===== config.mk =====
export PLATFORM = sky130hd
export DESIGN_NAME = adc_digital_backend
export DESIGN_NICKNAME = d
export VERILOG_FILES = /design/src/verilog/adc_backend_pkg.sv /design/src/verilog/adc_digital_backend.sv /design/src/verilog/pin_level_sync.sv /design/src/verilog/ext_word_capture.sv
export SDC_FILE = /design/constraint.sdc
export NUM_CORES = 2
export LEC_CHECK = 0
export BUFFER_PORTS_ARGS = -buffer_cell sky130_fd_sc_hd__buf_4
export CORE_MARGIN = 3
export CORE_UTILIZATION = 58
export CTS_BUF_LIST = sky130_fd_sc_hd__clkbuf_16
export CTS_CLUSTER_DIAMETER = 40
export DETAILED_ROUTE_END_ITERATION = 7
export GPL_TIMING_DRIVEN = 0
export PLACE_DENSITY = 0.79
export SYNTH_ARGS = -nofsm -noshare
export SYNTH_HDL_FRONTEND = slang
export SYNTH_SLANG_ARGS = --single-unit

===== constraint.sdc =====
create_clock -name i_mclk -period 8.05 [get_ports i_mclk]
set_input_delay 0.4025 -clock i_mclk [delete_from_list [all_inputs] [get_ports i_mclk]]
set_output_delay 0.4025 -clock i_mclk [all_outputs]
set_load 0.02 [all_outputs]

===== src/verilog/adc_backend_pkg.sv =====
/*
  Shared constants for the ADC digital back-end: register offsets,
  field positions, reset values, encodings and serial frame counts.
  Assumes a byte-wide control port decoded upstream of the block.
*/
package adc_backend_pkg;

  // Register offsets
  localparam logic [7:0] ADDR_FUNC_MODE = 8'h03;
  localparam logic [7:0] ADDR_MISC = 8'h05;
  localparam logic [7:0] ADDR_GAIN_LEFT = 8'h1C;
  localparam logic [7:0] ADDR_GAIN_RIGHT = 8'h1D;
  localparam logic [7:0] ADDR_STATUS = 8'h20;
  localparam logic [7:0] ADDR_PIN_FIRST = 8'h29;
  localparam logic [7:0] ADDR_PIN_LAST = 8'h2F;

  // Field positions
  localparam int SPEED_LSB = 6;
  localparam int ONE_LINE_BIT = 0;
  localparam int CLK_MASTER_BIT = 1;
  localparam int RX_ROUTE_BIT = 2;
  localparam int HOLD_BIT = 0;
  localparam int HPF_EN_BIT = 1;
  localparam int OVF_BIT = 0;

  // Reset values
  localparam logic [7:0] FUNC_MODE_RST = 8'h00;
  localparam logic [7:0] MISC_RST = 8'h02;
  localparam logic [7:0] GAIN_RST = 8'h40;
  localparam logic [7:0] PIN_RST = 8'h03;

  typedef enum logic [1:0] {
    single_rate_mode,
    double_rate_mode,
    quad_rate_mode,
    rate_reserved
  } speed_select_t;

  typedef enum logic [1:0] {
    pin_drive_low,
    pin_drive_high,
    pin_overflow,
    pin_receiver_in
  } pin_func_t;

  // Oversampling ratios and rate ceilings in kHz
  localparam logic [7:0] OSR_SINGLE = 8'h80;
  localparam logic [7:0] OSR_DOUBLE = 8'h40;
  localparam logic [7:0] OSR_QUAD = 8'h20;
  localparam logic [7:0] MAX_KHZ_SINGLE = 8'd50;
  localparam logic [7:0] MAX_KHZ_DOUBLE = 8'd100;
  localparam logic [7:0] MAX_KHZ_QUAD = 8'd192;

  // Datapath
  localparam int WORD_BITS = 24;
  localparam int GAIN_FRAC_BITS = 6;
  localparam int HPF_LEAK_SHIFT = 10;
  localparam logic [23:0] SAMPLE_MAX = 24'h7F_FFFF;
  localparam logic [23:0] SAMPLE_MIN = 24'h80_0000;

  // Serial frame: bit clock is mclk / 4, 128 bit slots per half frame
  localparam logic [0:0] SCLK_DIV_LAST = 1'h1;
  localparam logic [6:0] HALF_LAST = 7'h7F;
  localparam logic [4:0] WORD_LAST = 5'h17;

endpackage


===== src/verilog/adc_digital_backend.sv =====
/*
  ADC digital back-end: per-channel gain, DC offset removal with
  enable and hold, saturation with sticky overflow, pin functions,
  speed mode decode and serial output routing with one-line mode.
  Assumes decimated samples and control port strobes on i_mclk.
*/
`timescale 1ns/100ps
// Notes on behaviour
// - Sample words are two's complement.
// - Clip to largest positive or negative code.
// - Clipping sets overflow flag in status.
// - Multipurpose pins can show the overflow condition.
// - Left and right gain set separately.
// - Active filter tracks and subtracts DC offset.
// - Offset filter has its own enable.
// - Hold freezes offset, keeps subtracting it.
// - Hold bit lives in misc control.
// - Speed field picks one of three modes.
// - Single rate: up to 50 kHz, ratio 128.
// - Double rate: up to 100 kHz, ratio 64.
// - Quad rate: up to 192 kHz, ratio 32.
// - Codec output carries internal words, plus external words in one-line mode.
// - Receiver output may carry converter words instead.
// - One-line mode interleaves two external stereo inputs.
// - Frame clock marks left or right, either source.
module adc_digital_backend (
  input wire logic i_mclk,
  input wire logic i_rst_n,
  input wire logic [7:0] i_reg_addr,
  input wire logic i_reg_wr,
  input wire logic [7:0] i_reg_wdata,
  input wire logic i_reg_rd,
  output logic [7:0] o_reg_rdata,
  input wire logic i_dec_valid,
  input wire logic [23:0] i_dec_left,
  input wire logic [23:0] i_dec_right,
  input wire logic i_receiver_audio,
  input wire logic i_ext_converter_in_a,
  input wire logic i_ext_converter_in_b,
  input wire logic i_frame_lr_clock,
  output logic o_frame_lr_clock,
  output logic o_frame_lr_clock_oe,
  input wire logic i_serial_bit_clock,
  output logic o_serial_bit_clock,
  output logic o_serial_bit_clock_oe,
  output logic o_codec_serial_out,
  output logic o_receiver_serial_out,
  output logic [6:0] o_multipurpose_pin,
  output logic [6:0] o_multipurpose_pin_oe,
  output logic [7:0] o_oversample_ratio,
  output logic [7:0] o_max_rate_khz,
  output logic o_sample_valid,
  output logic [23:0] o_sample_left,
  output logic [23:0] o_sample_right
);

  ////////////////////////////////////////////////////////////////////
  // Registers

  logic [7:0] functional_mode_cfg;
  logic [7:0] misc_control_cfg;
  logic [7:0] gain_left_cfg;
  logic [7:0] gain_right_cfg;
  logic [7:0] multipurpose_pin_cfg [0:6];
  logic [7:0] event_status;

  logic wr_func;
  logic wr_misc;
  logic pin_hit;
  logic [2:0] pin_index;
  logic status_read;

  assign wr_func = i_reg_wr && i_reg_addr == adc_backend_pkg::ADDR_FUNC_MODE;
  assign wr_misc = i_reg_wr && i_reg_addr == adc_backend_pkg::ADDR_MISC;
  assign pin_hit = i_reg_addr >= adc_backend_pkg::ADDR_PIN_FIRST &&
                   i_reg_addr <= adc_backend_pkg::ADDR_PIN_LAST;
  assign pin_index = 3'(i_reg_addr - adc_backend_pkg::ADDR_PIN_FIRST);
  assign status_read = i_reg_rd && i_reg_addr == adc_backend_pkg::ADDR_STATUS;

  always_ff @(posedge i_mclk) begin
    if (!i_rst_n) begin
      functional_mode_cfg <= adc_backend_pkg::FUNC_MODE_RST;
    end else if (wr_func) begin
      functional_mode_cfg <= i_reg_wdata;
    end
  end

  always_ff @(posedge i_mclk) begin
    if (!i_rst_n) begin
      misc_control_cfg <= adc_backend_pkg::MISC_RST;
    end else if (wr_misc) begin
      misc_control_cfg <= i_reg_wdata;
    end
  end

  always_ff @(posedge i_mclk) begin
    if (!i_rst_n) begin
      gain_left_cfg <= adc_backend_pkg::GAIN_RST;
      gain_right_cfg <= adc_backend_pkg::GAIN_RST;
    end else if (i_reg_wr) begin
      if (i_reg_addr == adc_backend_pkg::ADDR_GAIN_LEFT) begin
        gain_left_cfg <= i_reg_wdata;
      end
      if (i_reg_addr == adc_backend_pkg::ADDR_GAIN_RIGHT) begin
        gain_right_cfg <= i_reg_wdata;
      end
    end
  end

  genvar p;
  generate
    for (p = 0; p < 7; p++) begin : g_pin
      always_ff @(posedge i_mclk) begin
        if (!i_rst_n) begin
          multipurpose_pin_cfg[p] <= adc_backend_pkg::PIN_RST;
        end else if (i_reg_wr && pin_hit && pin_index == 3'(p)) begin
          multipurpose_pin_cfg[p] <= i_reg_wdata;
        end
      end
    end
  endgenerate

  ////////////////////////////////////////////////////////////////////
  // Gain, offset removal and saturation per channel

  logic hpf_enable;
  logic offset_hold;
  logic [1:0] clip;
  logic [23:0] clipped [0:1];
  logic [23:0] proc_word [0:1];

  assign hpf_enable = misc_control_cfg[adc_backend_pkg::HPF_EN_BIT];
  assign offset_hold = misc_control_cfg[adc_backend_pkg::HOLD_BIT];

  genvar c;
  generate
    for (c = 0; c < 2; c++) begin : g_chan
      logic signed [23:0] raw;
      logic signed [8:0] gain;
      logic signed [32:0] product;
      logic signed [26:0] scaled;
      logic signed [26:0] offset;
      logic signed [27:0] diff;
      logic signed [27:0] result;
      logic signed [27:0] step;

      assign raw = (c == 0) ? i_dec_left : i_dec_right;
      assign gain = (c == 0) ? {1'b0, gain_left_cfg} : {1'b0, gain_right_cfg};
      // Unsigned gain with six fraction bits: 8'h40 is unity
      assign product = raw * gain;
      assign scaled = 27'(product >>> adc_backend_pkg::GAIN_FRAC_BITS);
      assign diff = 28'(scaled) - 28'(offset);
      assign step = diff >>> adc_backend_pkg::HPF_LEAK_SHIFT;
      // Held offset is still removed after the filter is disabled
      assign result = (hpf_enable || offset_hold) ? diff : 28'(scaled);

      // Leaky integrator; slow on purpose so audio band passes
      always_ff @(posedge i_mclk) begin
        if (!i_rst_n) begin
          offset <= 27'sh000_0000;
        end else if (i_dec_valid && hpf_enable && !offset_hold) begin
          offset <= 27'(28'(offset) + step);
        end
      end

      always_comb begin
        clip[c] = 1'b0;
        clipped[c] = result[23:0];
        if (result > 28'sh07F_FFFF) begin
          clipped[c] = adc_backend_pkg::SAMPLE_MAX;
          clip[c] = 1'b1;
        end else if (result < -28'sh080_0000) begin
          clipped[c] = adc_backend_pkg::SAMPLE_MIN;
          clip[c] = 1'b1;
        end
      end

      always_ff @(posedge i_mclk) begin
        if (!i_rst_n) begin
          proc_word[c] <= 24'h00_0000;
        end else if (i_dec_valid) begin
          proc_word[c] <= clipped[c];
        end
      end
    end
  endgenerate

  always_ff @(posedge i_mclk) begin
    if (!i_rst_n) begin
      o_sample_valid <= 1'b0;
      o_sample_left <= 24'h00_0000;
      o_sample_right <= 24'h00_0000;
    end else begin
      o_sample_valid <= i_dec_valid;
      if (i_dec_valid) begin
        o_sample_left <= clipped[0];
        o_sample_right <= clipped[1];
      end
    end
  end

  ////////////////////////////////////////////////////////////////////
  // Overflow status; a new clip beats the clear on read

  always_ff @(posedge i_mclk) begin
    if (!i_rst_n) begin
      event_status <= 8'h00;
    end else if (i_dec_valid && |clip) begin
      event_status[adc_backend_pkg::OVF_BIT] <= 1'b1;
    end else if (status_read) begin
      event_status <= 8'h00;
    end
  end

  always_ff @(posedge i_mclk) begin
    if (!i_rst_n) begin
      o_reg_rdata <= 8'h00;
    end else if (i_reg_rd) begin
      if (i_reg_addr == adc_backend_pkg::ADDR_FUNC_MODE) begin
        o_reg_rdata <= functional_mode_cfg;
      end else if (i_reg_addr == adc_backend_pkg::ADDR_MISC) begin
        o_reg_rdata <= misc_control_cfg;
      end else if (i_reg_addr == adc_backend_pkg::ADDR_GAIN_LEFT) begin
        o_reg_rdata <= gain_left_cfg;
      end else if (i_reg_addr == adc_backend_pkg::ADDR_GAIN_RIGHT) begin
        o_reg_rdata <= gain_right_cfg;
      end else if (status_read) begin
        o_reg_rdata <= event_status;
      end else if (pin_hit) begin
        o_reg_rdata <= multipurpose_pin_cfg[pin_index];
      end else begin
        o_reg_rdata <= 8'h00;
      end
    end
  end

  ////////////////////////////////////////////////////////////////////
  // Multipurpose pins

  generate
    for (p = 0; p < 7; p++) begin : g_pin_out
      adc_backend_pkg::pin_func_t func;
      assign func = adc_backend_pkg::pin_func_t'(multipurpose_pin_cfg[p][1:0]);
      always_ff @(posedge i_mclk) begin
        if (!i_rst_n) begin
          o_multipurpose_pin[p] <= 1'b0;
          o_multipurpose_pin_oe[p] <= 1'b0;
        end else begin
          unique case (func)
            adc_backend_pkg::pin_drive_low: begin
              o_multipurpose_pin[p] <= 1'b0;
              o_multipurpose_pin_oe[p] <= 1'b1;
            end
            adc_backend_pkg::pin_drive_high: begin
              o_multipurpose_pin[p] <= 1'b1;
              o_multipurpose_pin_oe[p] <= 1'b1;
            end
            adc_backend_pkg::pin_overflow: begin
              o_multipurpose_pin[p] <= event_status[adc_backend_pkg::OVF_BIT];
              o_multipurpose_pin_oe[p] <= 1'b1;
            end
            adc_backend_pkg::pin_receiver_in: begin
              o_multipurpose_pin[p] <= 1'b0;
              o_multipurpose_pin_oe[p] <= 1'b0;
            end
          endcase
        end
      end
    end
  endgenerate

  ////////////////////////////////////////////////////////////////////
  // Speed mode

  adc_backend_pkg::speed_select_t speed_select;
  assign speed_select = adc_backend_pkg::speed_select_t'(
    functional_mode_cfg[adc_backend_pkg::SPEED_LSB +: 2]);

  always_ff @(posedge i_mclk) begin
    if (!i_rst_n) begin
      o_oversample_ratio <= adc_backend_pkg::OSR_SINGLE;
      o_max_rate_khz <= adc_backend_pkg::MAX_KHZ_SINGLE;
    end else begin
      unique case (speed_select)
        adc_backend_pkg::double_rate_mode: begin
          o_oversample_ratio <= adc_backend_pkg::OSR_DOUBLE;
          o_max_rate_khz <= adc_backend_pkg::MAX_KHZ_DOUBLE;
        end
        adc_backend_pkg::quad_rate_mode: begin
          o_oversample_ratio <= adc_backend_pkg::OSR_QUAD;
          o_max_rate_khz <= adc_backend_pkg::MAX_KHZ_QUAD;
        end
        // Reserved code falls back to single rate
        default: begin
          o_oversample_ratio <= adc_backend_pkg::OSR_SINGLE;
          o_max_rate_khz <= adc_backend_pkg::MAX_KHZ_SINGLE;
        end
      endcase
    end
  end

  ////////////////////////////////////////////////////////////////////
  // Serial clocks: generated here or taken from the host

  logic clk_master;
  logic one_line;
  logic route_to_receiver;
  logic [3:0] pin_level;
  logic sclk_prev;
  logic lrck_prev;
  logic div_cnt;
  logic [6:0] bit_cnt;
  logic bit_rise;
  logic bit_fall;
  logic frame_edge;
  logic frame_level;

  assign clk_master = functional_mode_cfg[adc_backend_pkg::CLK_MASTER_BIT];
  assign one_line = functional_mode_cfg[adc_backend_pkg::ONE_LINE_BIT];
  assign route_to_receiver = functional_mode_cfg[adc_backend_pkg::RX_ROUTE_BIT];

  pin_level_sync #(
    .WIDTH(4)
  ) u_sync (
    .i_mclk(i_mclk),
    .i_rst_n(i_rst_n),
    .i_async({i_ext_converter_in_b, i_ext_converter_in_a,
              i_frame_lr_clock, i_serial_bit_clock}),
    .o_level(pin_level)
  );

  // Generator: bit clock mclk/4, frame flips after 128 bit periods
  always_ff @(posedge i_mclk) begin
    if (!i_rst_n || !clk_master) begin
      div_cnt <= 1'b0;
      bit_cnt <= 7'h00;
      o_serial_bit_clock <= 1'b0;
      o_frame_lr_clock <= 1'b0;
    end else if (div_cnt == adc_backend_pkg::SCLK_DIV_LAST) begin
      div_cnt <= 1'b0;
      o_serial_bit_clock <= !o_serial_bit_clock;
      if (o_serial_bit_clock) begin
        bit_cnt <= bit_cnt + 7'h01;
        if (bit_cnt == adc_backend_pkg::HALF_LAST) begin
          o_frame_lr_clock <= !o_frame_lr_clock;
        end
      end
    end else begin
      div_cnt <= 1'b1;
    end
  end

  always_ff @(posedge i_mclk) begin
    if (!i_rst_n) begin
      o_serial_bit_clock_oe <= 1'b0;
      o_frame_lr_clock_oe <= 1'b0;
    end else begin
      o_serial_bit_clock_oe <= clk_master;
      o_frame_lr_clock_oe <= clk_master;
    end
  end

  // Edge view of whichever source is active
  always_ff @(posedge i_mclk) begin
    if (!i_rst_n) begin
      sclk_prev <= 1'b0;
      lrck_prev <= 1'b0;
    end else begin
      sclk_prev <= clk_master ? o_serial_bit_clock : pin_level[0];
      lrck_prev <= frame_level;
    end
  end

  assign frame_level = clk_master ? o_frame_lr_clock : pin_level[1];
  assign bit_rise = !sclk_prev && (clk_master ? o_serial_bit_clock : pin_level[0]);
  assign bit_fall = sclk_prev && !(clk_master ? o_serial_bit_clock : pin_level[0]);
  assign frame_edge = frame_level != lrck_prev;

  ////////////////////////////////////////////////////////////////////
  // External converter lines and output serializer

  logic [23:0] ext_a_left;
  logic [23:0] ext_a_right;
  logic [23:0] ext_b_left;
  logic [23:0] ext_b_right;
  logic [71:0] out_shift;

  ext_word_capture u_ext_a (
    .i_mclk(i_mclk),
    .i_rst_n(i_rst_n),
    .i_bit_rise(bit_rise),
    .i_frame_edge(frame_edge),
    .i_frame_level(lrck_prev),
    .i_data(pin_level[2]),
    .o_left(ext_a_left),
    .o_right(ext_a_right)
  );

  ext_word_capture u_ext_b (
    .i_mclk(i_mclk),
    .i_rst_n(i_rst_n),
    .i_bit_rise(bit_rise),
    .i_frame_edge(frame_edge),
    .i_frame_level(lrck_prev),
    .i_data(pin_level[3]),
    .o_left(ext_b_left),
    .o_right(ext_b_right)
  );

  // Frame level high carries left words; MSB leads at the edge
  always_ff @(posedge i_mclk) begin
    if (!i_rst_n) begin
      out_shift <= 72'h0;
    end else if (frame_edge) begin
      if (one_line) begin
        out_shift <= frame_level ? {proc_word[0], ext_a_left, ext_b_left} :
                                   {proc_word[1], ext_a_right, ext_b_right};
      end else begin
        out_shift <= {frame_level ? proc_word[0] : proc_word[1], 48'h0};
      end
    end else if (bit_fall) begin
      out_shift <= {out_shift[70:0], 1'b0};
    end
  end

  always_ff @(posedge i_mclk) begin
    if (!i_rst_n) begin
      o_codec_serial_out <= 1'b0;
      o_receiver_serial_out <= 1'b0;
    end else begin
      o_codec_serial_out <= out_shift[71];
      o_receiver_serial_out <= route_to_receiver ? out_shift[71] : i_receiver_audio;
    end
  end

endmodule


===== src/verilog/pin_level_sync.sv =====
/*
  Three-stage synchroniser for a group of pin inputs.
  A change is accepted once the second and third stages agree.
  Assumes inputs are asynchronous to i_mclk.
*/
`timescale 1ns/100ps
module pin_level_sync #(
  parameter int WIDTH = 4
) (
  input wire logic i_mclk,
  input wire logic i_rst_n,
  input wire logic [WIDTH-1:0] i_async,
  output logic [WIDTH-1:0] o_level
);

  genvar b;
  generate
    for (b = 0; b < WIDTH; b++) begin : g_bit
      logic s1;
      logic s2;
      logic s3;
      always_ff @(posedge i_mclk) begin
        if (!i_rst_n) begin
          s1 <= 1'b0;
          s2 <= 1'b0;
          s3 <= 1'b0;
          o_level[b] <= 1'b0;
        end else begin
          s1 <= i_async[b];
          s2 <= s1;
          s3 <= s2;
          // Glitch of one stage is not taken
          if (s2 == s3) begin
            o_level[b] <= s3;
          end
        end
      end
    end
  endgenerate

endmodule


===== src/verilog/ext_word_capture.sv =====
/*
  Captures one external stereo converter line: 24-bit words, MSB
  first, left justified to the frame clock edge, sampled on bit
  clock rising edges. Assumes event pulses come from i_mclk logic.
*/
`timescale 1ns/100ps
module ext_word_capture (
  input wire logic i_mclk,
  input wire logic i_rst_n,
  input wire logic i_bit_rise,
  input wire logic i_frame_edge,
  input wire logic i_frame_level,
  input wire logic i_data,
  output logic [23:0] o_left,
  output logic [23:0] o_right
);

  logic [23:0] shift;
  logic [4:0] count;

  always_ff @(posedge i_mclk) begin
    if (!i_rst_n) begin
      shift <= 24'h00_0000;
      count <= 5'h00;
    end else if (i_frame_edge) begin
      count <= 5'h00;
    end else if (i_bit_rise && count <= adc_backend_pkg::WORD_LAST) begin
      shift <= {shift[22:0], i_data};
      count <= count + 5'h01;
    end
  end

  // Word of the half just ended; level before the edge names it
  always_ff @(posedge i_mclk) begin
    if (!i_rst_n) begin
      o_left <= 24'h00_0000;
      o_right <= 24'h00_0000;
    end else if (i_frame_edge) begin
      if (i_frame_level) begin
        o_left <= shift;
      end else begin
        o_right <= shift;
      end
    end
  end

endmodule


==> out/qor.yml <==
outcome:
  outcome: "complete, but fails checks"
  failed_checks: "setup timing"
global_route:
  antenna_found_initial: 1
  use_met1: 0.412
  met3_usage: 0.0488
  grt_max_degree: 49
  grt-ovfl-total: 0
  grt_busiest_layer: "met2"
  grt_pass1_wl_mm: 183
  grt.total_usage: 0.325
  grt_pass1_vias: 34294
  grtUsageMet2: 0.541
timing:
  setup_violations: 80
  fin_hold_ws_ns: 0.0319
  fin_tns_setup_ns: -21.98
  period_needed_ns: 8.95
  clock_skew_ns: 0.0573
  drv_slew: 0
  max_freq_mhz: 112
  tightest_slew_ns: 1.36
  timing.final.ws_setup_ns: -0.902
  rsz0062_at_grt: "true"
  finalHoldViolCount: 0
  max_slew_margin: 0.0823
  timing.final.crit_share: 1.11
placement:
  io_buffer_count: 157
  dp_slack_ns: -1.68
  dp.cells: 5536
  dp_hpwl_mm: 86.0
  gp_congestion: 1.01
critical_path:
  worstSetupStartpointType: "flip-flop"
  path_delay_family: "compound AO/OA/AOI/OAI gates"
  end_kind: "flip-flop"
  arrival_ns: 9.47
  critPathMaxFanout: 7
  worstSetupPathType: "flip-flop to flip-flop"
  crit_buf_inv: 10
  required_ns: 8.57
  max_stage_delay_ns: 0.56
  cpMostUsedCell: "buf_4"
  cp_slowest_cell: "fa_1"
clocking:
  cts_buffer_depth: 3
  insertion_delay_ns: 0.65
  clkTransAtPathRegs_ns: 0.06
  htreeDepth: 3
  cts_buffers: 77
  root_buffer: "clkbuf_16"
  cts_tree: "done"
  cts_sinks: 524
yosys:
  ys_seq_area_frac: 0.292
  synth_top_area_frac: 0.213
  syn_inst: 4499
  synth.top_cells.by_count: "nand2_1, inv_1, dfxtp_1, a21oi_1, nor2_1"
  netlist_area_sq_um: 39500
  synth_cell_type_count: 86
  async_flop_share: 0
  synth_top_area_cell: "dfxtp_1"
  synth_warnings: 0
  synth.avg_cell_area_sq_um: 8.78
  yosysMostFrequentCell: "nand2_1"
  synth-seq-cells: 524
  synthTopCellsByArea: "dfxtp_1, fa_1, ha_1, edfxtp_1, nand2_1"
  synth-main-ff-cell: "dfxtp_1"
  synth_edf_count: 104
final_layout:
  stdcell_count: 5863
  area_growth_pct: 23.9
  drive_gt1_frac: 0.198
  post-route-util: 0.728
  fin_nets: 5561
routing:
  wl_per_cell_microns: 21.4
  routed_wl_mm: 125
  drc_errors: 0
  drtAntennaViolNets: 0
  drt_iter0_markers: 3819
  viasPerCell: 6.10
  via_count: 35736
  drtPass1Iterations: 7
die:
  fp-row-count: 95
  core_area_sq_um: 67300
  ios: 167
  die_y_microns: 267
  initial_core_util: 0.587
  die-area_sq_um: 71300
  die-width_microns: 267
pwr:
  ir_worst_vdd_mv: 0.232
  leakagePower_nw: 21.7
  power.density_nw_per_um2: 253
run:
  maxCapViolCount: 0
hold_path:
  hold_class: "input port to flip-flop"
-- cell type report --
cell class,count,area (sq um)
Sequential cell,524,11600
Buffer,216,1190
Inverter,490,1850
Multi-Input combinational cell,3263,27800
Clock inverter,61,681
Tap cell,873,1090
Clock buffer,80,2000
Timing Repair Buffer,355,2800
Antenna cell,1,2.50
Fill cell,4590,18300
-- per-stage QoR --
stage	power [W]	area, sq um
6_report	0.0124	49000
5_1_grt	0.0128	48900
4_1_cts	0.0112	46800
3_5_place_dp	0.00725	42100
3_3_place_gp	0.00718	42100
2_1_floorplan	0.00615	39800
-- layer usage --
metal,wire [microns],share of wire
met2,58600,0.47
met4,8970,0.071
met5,0,0
met1,46200,0.37
met3,11700,0.094
-- power by group --
group	switching (W)	internal [W]
registers	0.000255	0.00299
clock network	0.00135	0.00211
logic	0.00323	0.00245
total	0.00484	0.00755
-- path summary, 6_finish.rpt --
check,start,end,slack (ns),cells past startpoint
max,gain_right_cfg[2],g_chan[1].offset[26],-0.90,41
min,i_reg_wdata[4],gain_right_cfg[4],0.03,3
min reg2reg,u_sync.g_bit[0].s1,u_sync.g_bit[0].s2,0.44,1
max reg2reg,gain_right_cfg[2],g_chan[1].offset[26],-0.90,41
-- cell usage in the layout (no fill, tap or decap), types with 22 or more instances in the layout --
cell,count
nand2_1,588
inv_1,486
dfxtp_1,405
buf_4,345
nor2_1,303
fa_1,297
and2_1,294
a21oi_1,247
ha_1,201
clkbuf_1,151
mux2i_1,148
edfxtp_1,104
a21o_1,95
o21ai_0,93
clkbuf_16,85
xnor2_1,75
nor3_1,70
a21oi_2,57
a221oi_1,55
nand3_1,54
mux2_2,51
ha_4,44
xor2_1,39
o21ai_2,28
buf_6,27
nand2b_1,26
xnor2_2,23
a211oi_1,23
or3_1,22
-- flip-flops by register name (all words and copies together), names as in the netlist, 24 cells and up --
| name | count |
|---|---|
| proc_word | 48 |
| u_ext_a.o_left | 24 |
| g_chan.offset | 54 |
| o_sample_left | 24 |
| u_ext_b.shift | 24 |
| u_ext_b.o_left | 24 |
| o_sample_right | 24 |
| u_ext_a.shift | 24 |
| out_shift | 72 |
| multipurpose_pin_cfg | 56 |
| u_ext_b.o_right | 24 |
| u_ext_a.o_right | 24 |
-- kinds of logic after synthesis --
kind of cell | count (synthesis) | share of synthesized area
buf+inv | 718 | 0.0707
simple gates | 1508 | 0.178
compound gates | 828 | 0.134
xor+xnor | 153 | 0.0339
mux | 207 | 0.0566
flops | 524 | 0.292
other cells | 1 | 0.0000949
fa+ha+maj | 560 | 0.235
-- what timing repair did --
item	4_1_cts	5_1_grt
buffers inserted	110	88
setup endpoints to repair	136	133
pin swaps	136	197
endpoints found under the hold margin	3	0
hold buffers	3	0
gates resized for setup	274	322
cloned	1	0
-- tightest hold or removal path: cells and delay by family --
family / cells / cell delay (ns)
AO/OA/AOI/OAI: 1 / 0.05
buffers and inverters: 1 / 0.12
AND/OR/NAND/NOR: 1 / 0.06
Power figures use the tool's default switching activity.
